$ cat src/tua_pkg.sv
// Constants, register map and shared helpers of the timer unit
////////////////////////////////////////////////////////////////////////////////
// How it works
// - Tick divider select codes 0..7 divide the clock by 1,2,4,8,16,64,256,1024.
// - Counter runs only while the enable bit is one; otherwise the counter stands still and the prescaler clears to zero.
// - In frequency and PWM modes a set output enable routes waveform n to its pin.
// - With auto locking, update lock stays one until enabled channels' buffers valid.
// - With auto locking, lock clears once every enabled compare buffer is valid.
// - Lock then stays clear until the next update, which copies and sets it again.
// - Without auto locking, only software changes the update lock.
// - Mode codes: 0 normal, 1 frequency, 3 one slope, 5/6/7 two slope, 2/4 reserved.
// - TOP is compare 0 in frequency mode, else top limit; update point per mode.
// - Wrap flag rises at TOP, BOTTOM or both according to the mode.
// - Plain normal counting drives no waveform out.
// - Waveform reaches a pin only when its enable is set; software sets pin direction, but the design drives wo_oe_o from the enable in wave modes.
// - Registers sit at the printed map positions, one word each.
// - Writing a compare or top buffer sets its buffer valid bit.
// - An update while the lock is zero clears all buffer valid bits.
// - While the lock is one, updates copy nothing; while zero they copy the buffers whose valid bit is set.
package tua_pkg;
  // Register indices; byte address is four times the index
  localparam logic [5:0] IDX_CLOCK_AND_RUN_CONTROL = 6'h00;
  localparam logic [5:0] IDX_WAVEFORM_AND_OUTPUT_CONTROL = 6'h01;
  localparam logic [5:0] IDX_OUTPUT_VALUE_OVERRIDE = 6'h02;
  localparam logic [5:0] IDX_DUAL_BYTE_MODE_CONTROL = 6'h03;
  localparam logic [5:0] IDX_CTRLE_CLR = 6'h04;
  localparam logic [5:0] IDX_CTRLE_SET = 6'h05;
  localparam logic [5:0] IDX_CTRLF_CLR = 6'h06;
  localparam logic [5:0] IDX_CTRLF_SET = 6'h07;
  localparam logic [5:0] IDX_EVENT_INPUT_CONTROL = 6'h09;
  localparam logic [5:0] IDX_INTEN = 6'h0a;
  localparam logic [5:0] IDX_INTERRUPT_FLAGS = 6'h0b;
  localparam logic [5:0] IDX_DEBUG_HALT_CONTROL = 6'h0e;
  localparam logic [5:0] IDX_TEMP = 6'h0f;
  localparam logic [5:0] IDX_INTCLR = 6'h10;
  localparam logic [5:0] IDX_CNT = 6'h20;
  localparam logic [5:0] IDX_PER = 6'h26;
  localparam logic [5:0] IDX_COMPARE_VALUE_0 = 6'h28;
  localparam logic [5:0] IDX_COMPARE_VALUE_1 = 6'h2a;
  localparam logic [5:0] IDX_COMPARE_VALUE_2 = 6'h2c;
  localparam logic [5:0] IDX_TOP_LIMIT_BUFFER = 6'h36;
  localparam logic [5:0] IDX_TOP_LIMIT_BUFFER_HIGH = 6'h37;
  localparam logic [5:0] IDX_CMPBUF0 = 6'h38;
  localparam logic [5:0] IDX_CMPBUF1 = 6'h3a;
  localparam logic [5:0] IDX_CMPBUF2 = 6'h3c;
  // Writable bits of the byte registers
  localparam logic [7:0] MASK_CLOCK_AND_RUN_CONTROL = 8'h0f;
  localparam logic [7:0] MASK_WAVEFORM_AND_OUTPUT_CONTROL = 8'h7f;
  localparam logic [7:0] MASK_OUTPUT_VALUE_OVERRIDE = 8'h07;
  localparam logic [7:0] MASK_DUAL_BYTE_MODE_CONTROL = 8'h01;
  localparam logic [7:0] MASK_EVENT_INPUT_CONTROL = 8'h0f;
  localparam logic [7:0] MASK_INT = 8'h71;
  localparam logic [7:0] MASK_DBG = 8'h01;
  localparam logic [7:0] REG_RESET = 8'h00;
  localparam logic [15:0] WORD_RESET = 16'h0000;
  // Field positions
  localparam int ENABLE_BIT = 0;
  localparam int TICK_DIVIDER_SELECT_LSB = 1;
  localparam int WGM_LSB = 0;
  localparam int AUTO_UPDATE_LOCKING_BIT = 3;
  localparam int CMPEN_LSB = 4;
  localparam int DIR_BIT = 0;
  localparam int UPDATE_LOCK_BIT = 1;
  localparam int CMD_LSB = 2;
  localparam int TOP_BUFFER_VALID_BIT = 0;
  localparam int CMPBV_LSB = 1;
  localparam int OVF_BIT = 0;
  localparam int CMPF_LSB = 4;
  // Waveform mode codes
  localparam logic [2:0] WGM_NORMAL = 3'h0;
  localparam logic [2:0] WGM_FRQ = 3'h1;
  localparam logic [2:0] WGM_ONE_SLOPE = 3'h3;
  localparam logic [2:0] WGM_TWO_TOP = 3'h5;
  localparam logic [2:0] WGM_TWO_BOTH = 3'h6;
  localparam logic [2:0] WGM_TWO_BOTTOM = 3'h7;
  // Commands
  localparam logic [1:0] CMD_UPDATE = 2'h1;
  localparam logic [1:0] CMD_RESTART = 2'h2;
  localparam logic [1:0] CMD_RESET = 2'h3;

  function automatic logic [9:0] tua_div_mask(input logic [2:0] sel);
    case (sel)
      3'h0: tua_div_mask = 10'h000;
      3'h1: tua_div_mask = 10'h001;
      3'h2: tua_div_mask = 10'h003;
      3'h3: tua_div_mask = 10'h007;
      3'h4: tua_div_mask = 10'h00f;
      3'h5: tua_div_mask = 10'h03f;
      3'h6: tua_div_mask = 10'h0ff;
      default: tua_div_mask = 10'h3ff;
    endcase
  endfunction : tua_div_mask

  function automatic logic tua_is_dual(input logic [2:0] m);
    tua_is_dual = (m == WGM_TWO_TOP) || (m == WGM_TWO_BOTH) || (m == WGM_TWO_BOTTOM);
  endfunction : tua_is_dual

  function automatic logic tua_is_wave(input logic [2:0] m);
    tua_is_wave = (m == WGM_FRQ) || (m == WGM_ONE_SLOPE) || tua_is_dual(m);
  endfunction : tua_is_wave
endpackage : tua_pkg

$ cat src/tua_prescaler.sv
// Clock prescaler producing the counter tick
`timescale 1ns/1ps
module tua_prescaler (
  input wire logic clk_i,
  input wire logic rst_i,
  input wire logic run_i,
  input wire logic [2:0] sel_i,
  output logic tick_o
);
  logic [9:0] pre;
  logic [9:0] mask;

  assign mask = tua_pkg::tua_div_mask(sel_i);
  assign tick_o = run_i && ((pre & mask) == mask);

  always_ff @(posedge clk_i) begin
    if (rst_i || !run_i) begin
      pre <= 10'h000;
    end else begin
      pre <= pre + 10'h001;
    end
  end
endmodule : tua_prescaler

$ cat src/tua_timer.sv
// Timer unit top: APB registers, counter, update locking and flags
//
// The APB register port is this design's own decision.
`timescale 1ns/1ps
module tua_timer (
  input wire logic clk_i,
  input wire logic rst_i,
  input wire logic psel_i,
  input wire logic penable_i,
  input wire logic pwrite_i,
  input wire logic [7:0] paddr_i,
  input wire logic [31:0] pwdata_i,
  output logic [31:0] prdata_o,
  output logic pready_o,
  output logic pslverr_o,
  output logic [2:0] wo_o,
  output logic [2:0] wo_oe_o,
  output logic irq_o
);

  ////////////////////////////////////////////////////////////////////////////////
  // Bus decode
  logic [5:0] idx;
  logic wr;
  logic setup;
  logic [7:0] wb;
  logic [15:0] ww;

  assign idx = paddr_i[7:2];
  assign wr = psel_i && penable_i && pwrite_i;
  assign setup = psel_i && !penable_i;
  assign wb = pwdata_i[7:0];
  assign ww = pwdata_i[15:0];
  assign pready_o = 1'b1;

  ////////////////////////////////////////////////////////////////////////////////
  // State
  logic [7:0] clock_and_run_control;
  logic [7:0] waveform_and_output_control;
  logic [7:0] output_value_override;
  logic [7:0] dual_byte_mode_control;
  logic [7:0] event_input_control;
  logic [7:0] inten;
  logic [7:0] debug_halt_control;
  logic [7:0] temp;
  logic [7:0] flags;
  logic [15:0] cnt;
  logic dir;
  logic update_lock;
  logic [3:0] bv;
  logic [3:0] next_bv;
  logic [15:0] top_limit;
  logic [2:0][15:0] cmp;
  logic [15:0] top_limit_buffer;
  logic [2:0][15:0] cmpbuf;

  logic enable;
  logic auto_update_locking;
  logic [2:0] mode;
  logic [2:0] cmpen;
  logic tick;
  logic [15:0] top;
  logic at_top;
  logic at_bot;
  logic ev_top;
  logic ev_bot;
  logic update_cond;
  logic do_copy;
  logic all_valid;
  logic ovf_ev;
  logic [2:0] match;
  logic [7:0] ev;
  logic cmd_wr;
  logic [1:0] cmd;
  logic hard_rst;
  logic clr;
  logic [7:0] flag_clr;

  assign enable = clock_and_run_control[tua_pkg::ENABLE_BIT];
  assign mode = waveform_and_output_control[tua_pkg::WGM_LSB +: 3];
  assign auto_update_locking = waveform_and_output_control[tua_pkg::AUTO_UPDATE_LOCKING_BIT];
  assign cmpen = waveform_and_output_control[tua_pkg::CMPEN_LSB +: 3];

  ////////////////////////////////////////////////////////////////////////////////
  // Commands
  assign cmd_wr = wr && (idx == tua_pkg::IDX_CTRLE_SET || idx == tua_pkg::IDX_CTRLE_CLR);
  assign cmd = wb[tua_pkg::CMD_LSB +: 2];
  // Hard reset is refused while the counter runs
  assign hard_rst = cmd_wr && (cmd == tua_pkg::CMD_RESET) && !enable;
  assign clr = rst_i || hard_rst;

  ////////////////////////////////////////////////////////////////////////////////
  // Tick, TOP and the update point
  tua_prescaler u_pre (
    .clk_i(clk_i),
    .rst_i(clr),
    .run_i(enable),
    .sel_i(clock_and_run_control[tua_pkg::TICK_DIVIDER_SELECT_LSB +: 3]),
    .tick_o(tick)
  );

  assign top = (mode == tua_pkg::WGM_FRQ) ? cmp[0] : top_limit;
  assign at_top = cnt == top;
  assign at_bot = cnt == 16'h0000;
  assign ev_top = tick && at_top && !dir;
  assign ev_bot = tick && at_bot;

  always_comb begin
    update_cond = 1'b0;
    ovf_ev = 1'b0;
    case (mode)
      tua_pkg::WGM_NORMAL, tua_pkg::WGM_FRQ: begin
        update_cond = ev_top;
        ovf_ev = ev_top;
      end
      tua_pkg::WGM_ONE_SLOPE, tua_pkg::WGM_TWO_BOTTOM: begin
        update_cond = ev_bot;
        ovf_ev = ev_bot;
      end
      tua_pkg::WGM_TWO_TOP: begin
        update_cond = ev_bot;
        ovf_ev = tick && at_top;
      end
      tua_pkg::WGM_TWO_BOTH: begin
        update_cond = ev_bot;
        ovf_ev = tick && (at_top || at_bot);
      end
      default: begin
        update_cond = 1'b0;
        ovf_ev = 1'b0;
      end
    endcase
  end

  // Copy only when unlocked, on the update point or a forced update
  assign do_copy = (update_cond || (cmd_wr && cmd == tua_pkg::CMD_UPDATE)) && !update_lock;
  assign all_valid = &(bv[tua_pkg::CMPBV_LSB +: 3] | ~cmpen);

  ////////////////////////////////////////////////////////////////////////////////
  // Counter and direction
  always_ff @(posedge clk_i) begin
    if (clr || (cmd_wr && cmd == tua_pkg::CMD_RESTART)) begin
      cnt <= tua_pkg::WORD_RESET;
      dir <= 1'b0;
    end else if (wr && idx == tua_pkg::IDX_CNT) begin
      cnt <= ww;
    end else if (wr && idx == tua_pkg::IDX_CTRLE_SET && wb[tua_pkg::DIR_BIT]) begin
      dir <= 1'b1;
    end else if (wr && idx == tua_pkg::IDX_CTRLE_CLR && wb[tua_pkg::DIR_BIT]) begin
      dir <= 1'b0;
    end else if (tick) begin
      if (tua_pkg::tua_is_dual(mode)) begin
        if (!dir && at_top) begin
          dir <= 1'b1;
          cnt <= cnt - 16'h0001;
        end else if (dir && at_bot) begin
          dir <= 1'b0;
          cnt <= cnt + 16'h0001;
        end else begin
          cnt <= dir ? cnt - 16'h0001 : cnt + 16'h0001;
        end
      end else if (!dir) begin
        cnt <= at_top ? 16'h0000 : cnt + 16'h0001;
      end else begin
        cnt <= at_bot ? top : cnt - 16'h0001;
      end
    end
  end

  ////////////////////////////////////////////////////////////////////////////////
  // Update lock
  always_ff @(posedge clk_i) begin
    if (clr) begin
      update_lock <= 1'b0;
    end else if (wr && idx == tua_pkg::IDX_CTRLE_SET && wb[tua_pkg::UPDATE_LOCK_BIT]) begin
      update_lock <= 1'b1;
    end else if (wr && idx == tua_pkg::IDX_CTRLE_CLR && wb[tua_pkg::UPDATE_LOCK_BIT]) begin
      update_lock <= 1'b0;
    end else if (wr && idx == tua_pkg::IDX_WAVEFORM_AND_OUTPUT_CONTROL && wb[tua_pkg::AUTO_UPDATE_LOCKING_BIT] && !auto_update_locking) begin
      update_lock <= 1'b1;
    end else if (auto_update_locking) begin
      if (do_copy) begin
        update_lock <= 1'b1;
      end else if (update_lock && all_valid) begin
        update_lock <= 1'b0;
      end
    end
  end

  ////////////////////////////////////////////////////////////////////////////////
  // Buffer valid bits: a buffer write wins over a clear in the same cycle
  always_comb begin
    next_bv = bv;
    if (do_copy) begin
      next_bv = 4'h0;
    end
    if (wr && idx == tua_pkg::IDX_CTRLF_CLR) begin
      next_bv = next_bv & ~wb[3:0];
    end
    if (wr && idx == tua_pkg::IDX_CTRLF_SET) begin
      next_bv = next_bv | wb[3:0];
    end
    if (wr && (idx == tua_pkg::IDX_TOP_LIMIT_BUFFER || idx == tua_pkg::IDX_TOP_LIMIT_BUFFER_HIGH)) begin
      next_bv[tua_pkg::TOP_BUFFER_VALID_BIT] = 1'b1;
    end
    for (int n = 0; n < 3; n++) begin
      if (wr && idx == tua_pkg::IDX_CMPBUF0 + 6'(2 * n)) begin
        next_bv[tua_pkg::CMPBV_LSB + n] = 1'b1;
      end
    end
  end

  always_ff @(posedge clk_i) begin
    bv <= clr ? 4'h0 : next_bv;
  end

  ////////////////////////////////////////////////////////////////////////////////
  // Top limit, compares and their buffers
  always_ff @(posedge clk_i) begin
    if (clr) begin
      top_limit <= tua_pkg::WORD_RESET;
      top_limit_buffer <= tua_pkg::WORD_RESET;
      cmp <= '0;
      cmpbuf <= '0;
    end else begin
      if (do_copy && bv[tua_pkg::TOP_BUFFER_VALID_BIT]) begin
        top_limit <= top_limit_buffer;
      end else if (wr && idx == tua_pkg::IDX_PER) begin
        top_limit <= ww;
      end
      if (wr && idx == tua_pkg::IDX_TOP_LIMIT_BUFFER) begin
        top_limit_buffer <= ww;
      end else if (wr && idx == tua_pkg::IDX_TOP_LIMIT_BUFFER_HIGH) begin
        top_limit_buffer[15:8] <= wb;
      end
      for (int n = 0; n < 3; n++) begin
        if (do_copy && bv[tua_pkg::CMPBV_LSB + n]) begin
          cmp[n] <= cmpbuf[n];
        end else if (wr && idx == tua_pkg::IDX_COMPARE_VALUE_0 + 6'(2 * n)) begin
          cmp[n] <= ww;
        end
        if (wr && idx == tua_pkg::IDX_CMPBUF0 + 6'(2 * n)) begin
          cmpbuf[n] <= ww;
        end
      end
    end
  end

  ////////////////////////////////////////////////////////////////////////////////
  // Plain control registers
  always_ff @(posedge clk_i) begin
    if (clr) begin
      clock_and_run_control <= tua_pkg::REG_RESET;
      waveform_and_output_control <= tua_pkg::REG_RESET;
      output_value_override <= tua_pkg::REG_RESET;
      dual_byte_mode_control <= tua_pkg::REG_RESET;
      event_input_control <= tua_pkg::REG_RESET;
      inten <= tua_pkg::REG_RESET;
      debug_halt_control <= tua_pkg::REG_RESET;
      temp <= tua_pkg::REG_RESET;
    end else if (wr) begin
      case (idx)
        tua_pkg::IDX_CLOCK_AND_RUN_CONTROL: clock_and_run_control <= wb & tua_pkg::MASK_CLOCK_AND_RUN_CONTROL;
        tua_pkg::IDX_WAVEFORM_AND_OUTPUT_CONTROL: waveform_and_output_control <= wb & tua_pkg::MASK_WAVEFORM_AND_OUTPUT_CONTROL;
        tua_pkg::IDX_OUTPUT_VALUE_OVERRIDE: output_value_override <= wb & tua_pkg::MASK_OUTPUT_VALUE_OVERRIDE;
        tua_pkg::IDX_DUAL_BYTE_MODE_CONTROL: dual_byte_mode_control <= wb & tua_pkg::MASK_DUAL_BYTE_MODE_CONTROL;
        tua_pkg::IDX_EVENT_INPUT_CONTROL: event_input_control <= wb & tua_pkg::MASK_EVENT_INPUT_CONTROL;
        tua_pkg::IDX_INTEN: inten <= wb & tua_pkg::MASK_INT;
        tua_pkg::IDX_DEBUG_HALT_CONTROL: debug_halt_control <= wb & tua_pkg::MASK_DBG;
        tua_pkg::IDX_TEMP: temp <= wb;
        default: ;
      endcase
    end
  end

  ////////////////////////////////////////////////////////////////////////////////
  // Event flags and interrupt; a new event beats a clear
  always_comb begin
    for (int n = 0; n < 3; n++) begin
      match[n] = tick && (cnt == cmp[n]);
    end
  end

  assign ev = {1'b0, match, 3'h0, ovf_ev};
  assign flag_clr = (wr && (idx == tua_pkg::IDX_INTERRUPT_FLAGS || idx == tua_pkg::IDX_INTCLR))
                    ? wb : 8'h00;

  always_ff @(posedge clk_i) begin
    if (clr) begin
      flags <= tua_pkg::REG_RESET;
    end else begin
      flags <= ((flags & ~flag_clr) | ev) & tua_pkg::MASK_INT;
    end
  end

  assign irq_o = |(flags & inten);

  ////////////////////////////////////////////////////////////////////////////////
  // Read data, sampled in the setup cycle
  always_ff @(posedge clk_i) begin
    if (rst_i) begin
      prdata_o <= 32'h0000_0000;
      pslverr_o <= 1'b0;
    end else if (setup) begin
      pslverr_o <= 1'b0;
      case (idx)
        tua_pkg::IDX_CLOCK_AND_RUN_CONTROL: prdata_o <= {24'h0, clock_and_run_control};
        tua_pkg::IDX_WAVEFORM_AND_OUTPUT_CONTROL: prdata_o <= {24'h0, waveform_and_output_control};
        tua_pkg::IDX_OUTPUT_VALUE_OVERRIDE: prdata_o <= {24'h0, output_value_override};
        tua_pkg::IDX_DUAL_BYTE_MODE_CONTROL: prdata_o <= {24'h0, dual_byte_mode_control};
        tua_pkg::IDX_CTRLE_CLR, tua_pkg::IDX_CTRLE_SET: prdata_o <= {30'h0, update_lock, dir};
        tua_pkg::IDX_CTRLF_CLR, tua_pkg::IDX_CTRLF_SET: prdata_o <= {28'h0, bv};
        tua_pkg::IDX_EVENT_INPUT_CONTROL: prdata_o <= {24'h0, event_input_control};
        tua_pkg::IDX_INTEN: prdata_o <= {24'h0, inten};
        tua_pkg::IDX_INTERRUPT_FLAGS: prdata_o <= {24'h0, flags};
        tua_pkg::IDX_DEBUG_HALT_CONTROL: prdata_o <= {24'h0, debug_halt_control};
        tua_pkg::IDX_TEMP: prdata_o <= {24'h0, temp};
        tua_pkg::IDX_INTCLR: prdata_o <= 32'h0000_0000;
        tua_pkg::IDX_CNT: prdata_o <= {16'h0, cnt};
        tua_pkg::IDX_PER: prdata_o <= {16'h0, top_limit};
        tua_pkg::IDX_COMPARE_VALUE_0: prdata_o <= {16'h0, cmp[0]};
        tua_pkg::IDX_COMPARE_VALUE_1: prdata_o <= {16'h0, cmp[1]};
        tua_pkg::IDX_COMPARE_VALUE_2: prdata_o <= {16'h0, cmp[2]};
        tua_pkg::IDX_TOP_LIMIT_BUFFER: prdata_o <= {16'h0, top_limit_buffer};
        tua_pkg::IDX_TOP_LIMIT_BUFFER_HIGH: prdata_o <= {24'h0, top_limit_buffer[15:8]};
        tua_pkg::IDX_CMPBUF0: prdata_o <= {16'h0, cmpbuf[0]};
        tua_pkg::IDX_CMPBUF1: prdata_o <= {16'h0, cmpbuf[1]};
        tua_pkg::IDX_CMPBUF2: prdata_o <= {16'h0, cmpbuf[2]};
        default: begin
          prdata_o <= 32'h0000_0000;
          pslverr_o <= 1'b1;
        end
      endcase
    end
  end

  ////////////////////////////////////////////////////////////////////////////////
  // Waveform outputs
  tua_wavegen u_wave (
    .clk_i(clk_i),
    .rst_i(clr),
    .run_i(enable),
    .mode_i(mode),
    .cnt_i(cnt),
    .cmp_i(cmp),
    .match_i(match),
    .ovr_i(output_value_override[2:0]),
    .cmpen_i(cmpen),
    .wo_o(wo_o),
    .wo_oe_o(wo_oe_o)
  );
endmodule : tua_timer

$ cat src/tua_wavegen.sv
// Waveform generator and pin override for the three channels
`timescale 1ns/1ps
module tua_wavegen (
  input wire logic clk_i,
  input wire logic rst_i,
  input wire logic run_i,
  input wire logic [2:0] mode_i,
  input wire logic [15:0] cnt_i,
  input wire logic [2:0][15:0] cmp_i,
  input wire logic [2:0] match_i,
  input wire logic [2:0] ovr_i,
  input wire logic [2:0] cmpen_i,
  output logic [2:0] wo_o,
  output logic [2:0] wo_oe_o
);
  always_ff @(posedge clk_i) begin
    if (rst_i) begin
      wo_o <= 3'h0;
      wo_oe_o <= 3'h0;
    end else begin
      // Pin driven only in wave modes with the channel enabled
      wo_oe_o <= tua_pkg::tua_is_wave(mode_i) ? cmpen_i : 3'h0;
      for (int n = 0; n < 3; n++) begin
        if (!run_i) begin
          wo_o[n] <= ovr_i[n];
        end else if (mode_i == tua_pkg::WGM_FRQ) begin
          if (match_i[n]) begin
            wo_o[n] <= !wo_o[n];
          end
        end else if (tua_pkg::tua_is_wave(mode_i)) begin
          wo_o[n] <= cnt_i < cmp_i[n];
        end
      end
    end
  end
endmodule : tua_wavegen

$ cat config.mk
export PLATFORM = sky130hd
export DESIGN_NAME = tua_timer
export DESIGN_NICKNAME = d
export VERILOG_FILES = /design/src/tua_pkg.sv /design/src/tua_prescaler.sv /design/src/tua_timer.sv /design/src/tua_wavegen.sv
export SDC_FILE = /design/constraint.sdc
export NUM_CORES = 1
export LEC_CHECK = 0
export BUFFER_PORTS_ARGS = -buffer_cell sky130_fd_sc_hd__clkbuf_2
export CAP_MARGIN = 40
export CORE_UTILIZATION = 31
export CTS_CLUSTER_SIZE = 25
export DETAILED_ROUTE_END_ITERATION = 8
export PLACE_DENSITY = 0.53
export SETUP_SLACK_MARGIN = 0.4
export SLEW_MARGIN = 0
export SYNTH_ARGS = -nofsm -noshare
export SYNTH_HDL_FRONTEND = slang
export SYNTH_HIERARCHICAL = 1
export SYNTH_SLANG_ARGS = --single-unit
$ cat constraint.sdc
create_clock -name clk_i -period 4.07 [get_ports clk_i]
set_input_delay 0.407 -clock clk_i [delete_from_list [all_inputs] [get_ports clk_i]]
set_output_delay 0.407 -clock clk_i [all_outputs]
set_load 0.01 [all_outputs]
Word level (Yosys, flattened, before mapping)
Cells that the tools add are included. W data, S select, Z words.

Add/subtract/negate cells: 3. Magnitude comparators: 3. Eq/ne operators: 48. Multiplexer cells: 59. Bitwise gates (word level): 12. Reductions and logical operators: 105.

Operators with widths (number): $pmux W16 S21 (1); $mux W16 (20); $pmux W10 S7 (1); $eq A16 B16 Y1 (4); $eq A6 B6 Y1 const B (10); $lt A16 B16 Y1 (3); $logic_and A1 B1 Y1 (47); $eq A6 B4 Y1 const B (5); $mux W1 (29); $eq A6 B3 Y1 const B (4); $reduce_and A2 Y1 (12); $reduce_or A24 Y1 (1); $eq A3 B3 Y1 const B (6); $add A16 B1 Y16 const B (1); $logic_not A16 Y1 (1); $mux W8 (2); $sub A16 B1 Y16 const B (1); $and A7 B7 Y7 (2); $eq A6 B2 Y1 const B (2); $logic_or A1 B1 Y1 (12); $mux W4 (3); $reduce_bool A2 Y1 (6); $add A10 B1 Y10 const B (1); $and A10 B10 Y10 (1); other kinds (32) (55).

Register bits: 235. Bits of input ports: 45. Output and inout port bits: 41. Logic and storage cells: 259.

Longest topological paths before layout
Gate-level depths: netlist of run 1.

Depth after elaboration: 16. Gate-level depth with buffers: 14. Depth with buffers taken out: 14.

Cells and area by module
The synthesis of run 1 kept the hierarchy.

Modules (own cells, without submodules): tua_timer (instances 1, cells each 1475, area each 11549.8 sq um, sequential area each 4063.9 sq um); tua_wavegen (instances 1, cells each 191, area each 1463.9 sq um, sequential area each 120.1 sq um); tua_prescaler (instances 1, cells each 59, area each 483.0 sq um, sequential area each 200.2 sq um).

Worst setup path after synthesis of run 1
OpenSTA, ideal clock, no wires.

Path type: input -> register. From: in paddr_i[4]. To: reg u_pre.pre[2]. Arrival time: 3.178 ns. Slack: 0.765 ns. Stages on the path: 11. Cells stage by stage: buf_2 -> or4b_2 -> clkbuf_1 -> nor3_1 -> a41o_1 -> buf_2 -> clkbuf_1 -> clkbuf_1 -> nand2b_1 -> clkbuf_1 -> nor2_1.

Longest elaborated chain between the ends: 7. Elaborated cells on any way between the ends: 8. Those cells by class: 2 x eq/ne; 6 x reduce/logical.

RTL lines: start, declared (line tua_timer.sv:11) `input wire logic [7:0] paddr_i,`; $eq A6 B3 Y1 (line tua_timer.sv:86) `assign cmd_wr = wr && (idx == tua_pkg::IDX_CTRLE_SET || idx == tua_pkg::IDX_CTRLE_CLR);`; $logic_or A1 B1 Y1 * (line tua_timer.sv:86); $logic_and A1 B1 Y1 * (line tua_timer.sv:86); $logic_and A1 B1 Y1 * (2 in series) (line tua_timer.sv:89) `assign hard_rst = cmd_wr && (cmd == tua_pkg::CMD_RESET) && !enable;`; $logic_or A1 B1 Y1 * (line tua_timer.sv:90) `assign clr = rst_i || hard_rst;`; named net clr (line tua_timer.sv:76) `logic clr;`; $logic_or A1 B1 Y1 * (line tua_prescaler.sv:17) `if (rst_i || !run_i) begin`; end signal, assigned (line tua_prescaler.sv:20) `pre <= pre + 10'h001;`; end, declared (line tua_prescaler.sv:10) `logic [9:0] pre;`.

The timed path passes the listed nets; every way through them passes the cells marked *. A chain may end at the register's enable or synchronous reset.

Worst setup path in the final report of run 1
From: reg clock_and_run_control[2]. To: reg cmp[25] (netlist name).

Longest elaborated chain between the ends: 12. Elaborated cells on any way between the ends: 20. Those cells by class: 7 x eq/ne; 3 x mux; 1 x bitwise; 9 x reduce/logical.

RTL lines: start, declared (line tua_timer.sv:38) `logic [7:0] clock_and_run_control;`; start signal, assigned (line tua_timer.sv:253) `clock_and_run_control <= tua_pkg::REG_RESET;`; start signal, assigned (line tua_timer.sv:263) `tua_pkg::IDX_CLOCK_AND_RUN_CONTROL: clock_and_run_control <= wb & tua_pkg::MASK_CLOCK_AND_RUN_CONTROL;`; $eq A3 B3 Y1, or another cell as far along (line tua_pkg.sv:82) `case (sel)`; $pmux W10 S7 * (line tua_pkg.sv:82); $and A10 B10 Y10 (line tua_prescaler.sv:14) `assign tick_o = run_i && ((pre & mask) == mask);`; $eq A10 B10 Y1 * (line tua_prescaler.sv:14); $logic_and A1 B1 Y1 * (line tua_prescaler.sv:14); named net tick (line tua_timer.sv:61) `logic tick;`; $logic_and A1 B1 Y1 (2 in series) (line tua_timer.sv:105) `assign ev_top = tick && at_top && !dir;`; $pmux W1 S2 * (line tua_timer.sv:111) `case (mode)`; $logic_or A1 B1 Y1 * (line tua_timer.sv:136) `assign do_copy = (update_cond || (cmd_wr && cmd == tua_pkg::CMD_UPDATE)) && !update_lock;`; $logic_and A1 B1 Y1 * (line tua_timer.sv:136); $logic_and A1 B1 Y1 * (line tua_timer.sv:237) `if (do_copy && bv[tua_pkg::CMPBV_LSB + n]) begin`; $mux W16 or $reduce_bool A2 Y1 (tied branches); end signal, assigned by index (line tua_timer.sv:238) `cmp[n] <= cmpbuf[n];`; end signal, assigned by index (line tua_timer.sv:240) `cmp[n] <= ww;`; end, declared (line tua_timer.sv:53) `logic [2:0][15:0] cmp;`.

Marks and branches as above.

==> results.toml, run 1 <==
[sta]
fmax_mhz = 292
rsz0062_at_grt = "false"
timing.final.crit_share = 0.841
relSlewSlack = 0.401
hold_viol = 0
setup_violations = 0
min_period_ns = 3.42
tightest_slew_ns = 0.898
clock_skew_ns = 0.0233
slew_viol_final = 0
fin_ws_ns = 0.649
setup_tns_ns = 0

[clock_network]
clock_sinks = 219
clockBufferDepth = 3
cts_inserted_buffers = 27
insertion_delay_ns = 0.56
cts-resized-gates = 0
cts_root_buf = "clkbuf_16"
ctsHtreeMaxLevel = 1
clk_pin_slew_worst_paths_ns = 0.06
cts_tree = "done"

[logic_synthesis]
synth.avg_cell_area_um2 = 7.82
ys_types = 75
synth_edf_count = 0
synthCells = 1725
yosysWarningCount = 6
ys_seq_area_frac = 0.325
async_reset_ff_frac = 0
synthesis.area_um2 = 13500
synthFlopType = "dfxtp_1"
ys_seq_elements = 219

[die]
core-area_um2 = 43000
pin_count = 86
rows = 76
die_area_um2 = 44400
die_y_um = 211
die_width_um = 211
start_util = 0.314

[drt]
ant_nets = 0
wl_per_cell_um = 23.4
drcViolationCount = 0
via_count = 13524
drt_wl_total_um = 54900
via_per_inst = 5.76
first_pass_iters = 6
drtIter0Drc = 1360

[job]
cap_violations = 0

[power]
clockPowerShare = 0.492
ir_drop_mv = 0.304
p_comb_frac = 0.056
leakagePower_nw = 5.97
swShare = 0.248
p_per_area_nw_per_um2 = 311
pwr-share-seq = 0.452
p_sw_mw = 1.18
power.internal_mw = 3.59

[placed_design]
dp.cells = 2296
post-place-ws_ns = 0.570
routabilityCongestion = 0.930
dp_hpwl_um = 39500
numPortBuffers = 50
placed_area_um2 = 14500

[cells_and_area]
num_antenna_cells = 0
stdcell_area_um2 = 15400
fillers = 4586
layout.cells.non_filler = 2346
final_nets = 1836
fin_util = 0.358
area_growth_syn_to_layout_pct = 13.9
layout-drive-gt1-share = 0.108

[global_route]
grt_pass1_wl_um = 82300
grt_max_degree = 71
grt_pass1_vias = 12879
antenna_found_initial = 1
grt_util_all_layers = 0.245
overflow = 0

[worst_setup_path]
endpoint_kind = "flip-flop"
crit_path_start_kind = "flip-flop"
worstPathRequired_ns = 4.52
crit_arrival_ns = 3.87
critPathMaxFanout = 32
reg2reg_depth = 11
criticalPathCategory = "reg -> reg"

[min_path]
worstHoldPathCells = 3
min_path_type = "in -> reg"

[run_status]
outcome = "completed"
## synth_stat cells, drive strengths merged, types with 4 or more instances
cell	instances	share of area
or4	5	0.0028
o22ai	9	0.0042
nand3	63	0.024
xnor2	43	0.028
ha	49	0.045
and4	4	0.0026
mux2i	92	0.069
a221oi	27	0.018
dfxtp	219	0.32
nor3	40	0.015
o211ai	8	0.0044
a22o	19	0.012
o221a	4	0.0033
a31oi	12	0.0056
a222oi	11	0.0082
nor4	27	0.013
nand3b	7	0.0039
o21ai	28	0.010
o221ai	11	0.0071
nand4	20	0.0093
a211oi	74	0.041
a21o	11	0.0061
and3	5	0.0023
nand2b	7	0.0032
buf	45	0.021
and2	8	0.0037
xor2	29	0.019
nor3b	6	0.0033
a2111oi	7	0.0045
a22oi	48	0.027
a21oi	153	0.057
nand2	214	0.060
nor2b	13	0.0060
inv	76	0.021
or3	10	0.0050
clkbuf	99	0.028
nor2	170	0.048
o21a	11	0.0061
## critical path, stage by stage, from the launching register on
cell       delay (ns)
dfxtp_1          0.40
nor2_1           0.12
a21oi_1          0.05
a2111oi_0        0.41
o211a_1          0.44
inv_1            0.18
or4_1            0.48
o41ai_4          0.35
buf_4            0.21
nand3b_1         0.10
buf_4            0.26
a211oi_1         0.28
## layout by cell type (no fill, tap or decap), drive strengths merged, types with 8 or more instances in the layout
cell type  count
nor3          40
ha            49
a221oi        27
a31oi         12
a21o          11
dfxtp        219
a222oi        11
nand2        214
o211ai         8
nor2         170
nand3         63
inv           77
conb          17
buf           67
and2           8
a21oi        153
xor2          29
mux2i         92
o221ai        11
a22oi         48
nor2b         13
o22ai          9
nor4          27
nand4         20
a22o          19
a211oi        74
o21ai         28
o21a          11
clkbuf        90
or3           10
xnor2         43
## cell families (layout without fill, tap and decap cells)
family	count (synthesis)	count (layout)	share of synthesized area
xor+xnor	72	72	0.0467
mux	94	94	0.0708
compound gates	462	462	0.236
other cells	2	17	0.000556
simple gates	606	606	0.206
flops	219	219	0.325
buf+inv	220	241	0.0694
fa+ha+maj	50	50	0.0462
## layer usage
layer / vias to the layer above / global-route usage / routed length (um) / part of all wire
li1: 6239 / - / - / -
met1: 6530 / 0.340 / 24300 / 0.44
met2: 645 / 0.386 / 24400 / 0.44
met3: 110 / 0.0318 / 4340 / 0.079
met4: 0 / 0.0915 / 1950 / 0.035
met5: - / 0 / 0 / 0
## state kept, by name, summed over array words and instances, names as in the netlist, 7 cells and up
signal,count
cmp,48
cmpbuf,48
cnt,16
prdata_o,16
top_limit,16
top_limit_buffer,16
u_pre/pre,10
temp,8
waveform_and_output_control,7
## metrics by stage
stage               hold slack (ns)  power [mW]
detailed placement            0.448        2.47
global placement              0.445        2.47
CTS                           0.274        4.82
finish                        0.307        4.77
global route                  0.299        4.93
floorplan                     0.436        2.37
## path summary, 6_finish.rpt
| check | from | end | slack (ns) |
|---|---|---|---|
| min reg2reg | temp[2] | temp[2] | 0.45 |
| min | pwdata_i[11] | cmpbuf[43] | 0.31 |
| max | clock_and_run_control[2] | cmp[25] | 0.65 |
| max reg2reg | clock_and_run_control[2] | cmp[25] | 0.65 |
## what timing repair did
action | 4_1_cts | 5_1_grt
hold buffers | 0 | 0
setup buffers | 0 | 2
setup endpoints to repair | 0 | 1
## power by group through the flow
stage | combinational [mW] | clock, mW | sequential, mW
global route | 0.280 | 2.49 | 2.16
CTS | 0.262 | 2.40 | 2.16
detailed placement | 0.261 | 0 | 2.21
floorplan | 0.160 | 0 | 2.21
finish | 0.265 | 2.35 | 2.16
global placement | 0.259 | 0 | 2.21
## layout make-up
cell class              instances  area, um2  area share
repair buffers                117        813      0.0529
clock buffers                  40        815      0.0530
clock inverters                 8       48.8     0.00317
flip-flops and latches        219       4380       0.285
inverters                      76        285      0.0186
well taps                     585        732      0.0476
multi-input cells            1301       8290       0.539
Note: power is estimated with default switching activity, not from simulation.
==> run 2: changes to the inputs <==
Clock period 4.07 ns to 3.2 ns, I/O delays scaled along.
==> run 2 against run 1 <==
Effect of this change:
- wire length is 0.72% higher
- via count is 2.2% higher
- sequential power is 27% higher
- sequential share of layout area is 1.5 points lower
- design area is 5.9% higher
- count of clock-buffer cells in the layout is 1 higher
- total power is 32% higher
- clock power is 35% higher
- hold slack worse by 0.16 ns
==> results.toml, run 2 (synthesis results as in run 1) <==
[worst_setup_path]
crit_chain = "or3b_4, buf_12, buf_12, buf_4, o21ai_0, a221o_1, nand4_1, buf_4, o41ai_4, buf_4, nand3b_1, buf_12, a211oi_1"
max_stage_delay_ns = 0.40
reg2reg_to = "cmp[30]"
r2r_start = "waveform_and_output_control[1]"
worstPathRequired_ns = 3.67
reg2reg_depth = 13
endpoint_kind = "flip-flop"
crit_end = "cmp[30]"
cpMaxStageDelayCell = "or3b_4"
ff2ff_setup_slack_ns = 0.28
critPathMaxFanout = 32
crit_arrival_ns = 3.39
criticalPathCategory = "reg -> reg"
cp-startpoint = "waveform_and_output_control[1]"
crit_path_start_kind = "flip-flop"

[sta]
min_period_ns = 2.92
setup_tns_ns = 0
tightest_slew_ns = 0.876
slew_viol_final = 0
hold_viol = 0
fmax_mhz = 342
timing.final.crit_share = 0.913
clock_skew_ns = 0.0191
rsz0062_at_grt = "true"
relSlewSlack = 0.416
setup_violations = 0

[clock_network]
clock_sinks = 219
cts_tree = "done"
clk_pin_slew_worst_paths_ns = 0.06
ctsHtreeMaxLevel = 1
clockBufferDepth = 3
cts_root_buf = "clkbuf_16"
insertion_delay_ns = 0.55
cts_inserted_buffers = 27

[global_route]
grt_pass1_wl_um = 82400
overflow = 0
antenna_found_initial = 0
grt_max_degree = 57
grt_util_all_layers = 0.243
grt_pass1_vias = 12906

[cells_and_area]
seq_area_um2 = 4390
final_common_cell = "nand2_1"
final_nets = 1899
fillers = 4541
fin_util = 0.379
largestRegisters = "cmp (48), cmpbuf (48)"
layout-drive-gt1-share = 0.171
multi_input_area_um2 = 8600
area_growth_syn_to_layout_pct = 20.6
layout.cells.most_common_list = "213 x nand2_1, 212 x dfxtp_1, 158 x nor2_1"
num_antenna_cells = 0

[run_status]
outcome = "completed"

[power]
p_sw_mw = 1.49
pwr-share-seq = 0.437
power.internal_mw = 4.79
clockPowerShare = 0.506
swShare = 0.237
leakagePower_nw = 6.37
p_comb_frac = 0.057
p_per_area_nw_per_um2 = 386
ir_drop_mv = 0.243

[drt]
drcViolationCount = 0
via_per_inst = 5.74
via_count = 13827
ant_nets = 0
wl_per_cell_um = 23.0
drtIter0Drc = 1414
first_pass_iters = 6
drt_wl_total_um = 55300

[placed_design]
routabilityCongestion = 0.949
dp_hpwl_um = 40700
numPortBuffers = 50

[die]
core-area_um2 = 43000
rows = 76
die_width_um = 211
pin_count = 86
start_util = 0.314
die_area_um2 = 44400
die_y_um = 211

[job]
cap_violations = 0

[min_path]
min_path_type = "in -> reg"
==> run 2: repair_timing <==
item                       in CTS  in global routing
pin swaps                       6                 15
hold buffers                    0                  0
gates cloned                    0                  0
setup buffers                   5                 16
setup endpoints to repair      81                 82
gates resized for setup        17                 63
==> run 2: stage by stage <==
stage	cells	worst slack (ns)	hold WS [ns]	power, mW	area, um2
2_1_floorplan	1740	0.435	0.436	3.01	13600
3_3_place_gp	2340	0.164	0.447	3.15	14900
3_5_place_dp	2340	0.0773	0.453	3.15	14900
4_1_cts	2392	0.345	0.130	6.32	15900
5_1_grt	2408	0.211	0.145	6.46	16300
6_report	2408	0.280	0.142	6.29	16300
==> run 2: worst min-delay path by stage <==
stage                            from                     end  slack (ns)  depth (start not counted)
5_1_grt                     penable_i             prdata_o[5]        0.15                          4
2_1_floorplan  event_input_control[1]  event_input_control[1]        0.44                          2
3_5_place_dp                  temp[7]                 temp[7]        0.45                          2
3_3_place_gp                  temp[7]                 temp[7]        0.45                          2
6_report                    penable_i             prdata_o[5]        0.14                          4
4_1_cts                     penable_i             prdata_o[5]        0.13                          4
==> run 2: critical path: cells and delay by family, from the launching register on <==
family	cells	cell delay [ns]
flip-flops	1	0.31
AO/OA/AOI/OAI	4	0.76
AND/OR/NAND/NOR	3	0.70
buffers and inverters	6	1.02
==> run 2: per-layer routing <==
layer / wire length [um] / up-vias / GRT usage
li1: - / 6347 / -
met1: 24400 / 6778 / 0.340
met2: 24500 / 593 / 0.381
met3: 4510 / 109 / 0.0370
met4: 1910 / 0 / 0.0817
met5: 0 / - / 0
==> run 2: layout make-up <==
type / count / share of cell area
tap: 585 / 0.0450
multi-input combinational: 1301 / 0.528
timing repair buffer: 180 / 0.0827
clock buffer: 41 / 0.0497
inverter: 76 / 0.0175
sequential: 219 / 0.270
clock inverter: 6 / 0.00661
==> run 2: power by group through the flow <==
stage / clock [mW] / combinational (mW) / sequential, mW
finish: 3.18 / 0.359 / 2.75
detailed placement: 0 / 0.344 / 2.81
CTS: 3.23 / 0.347 / 2.75
floorplan: 0 / 0.204 / 2.81
global route: 3.34 / 0.376 / 2.75
global placement: 0 / 0.343 / 2.81
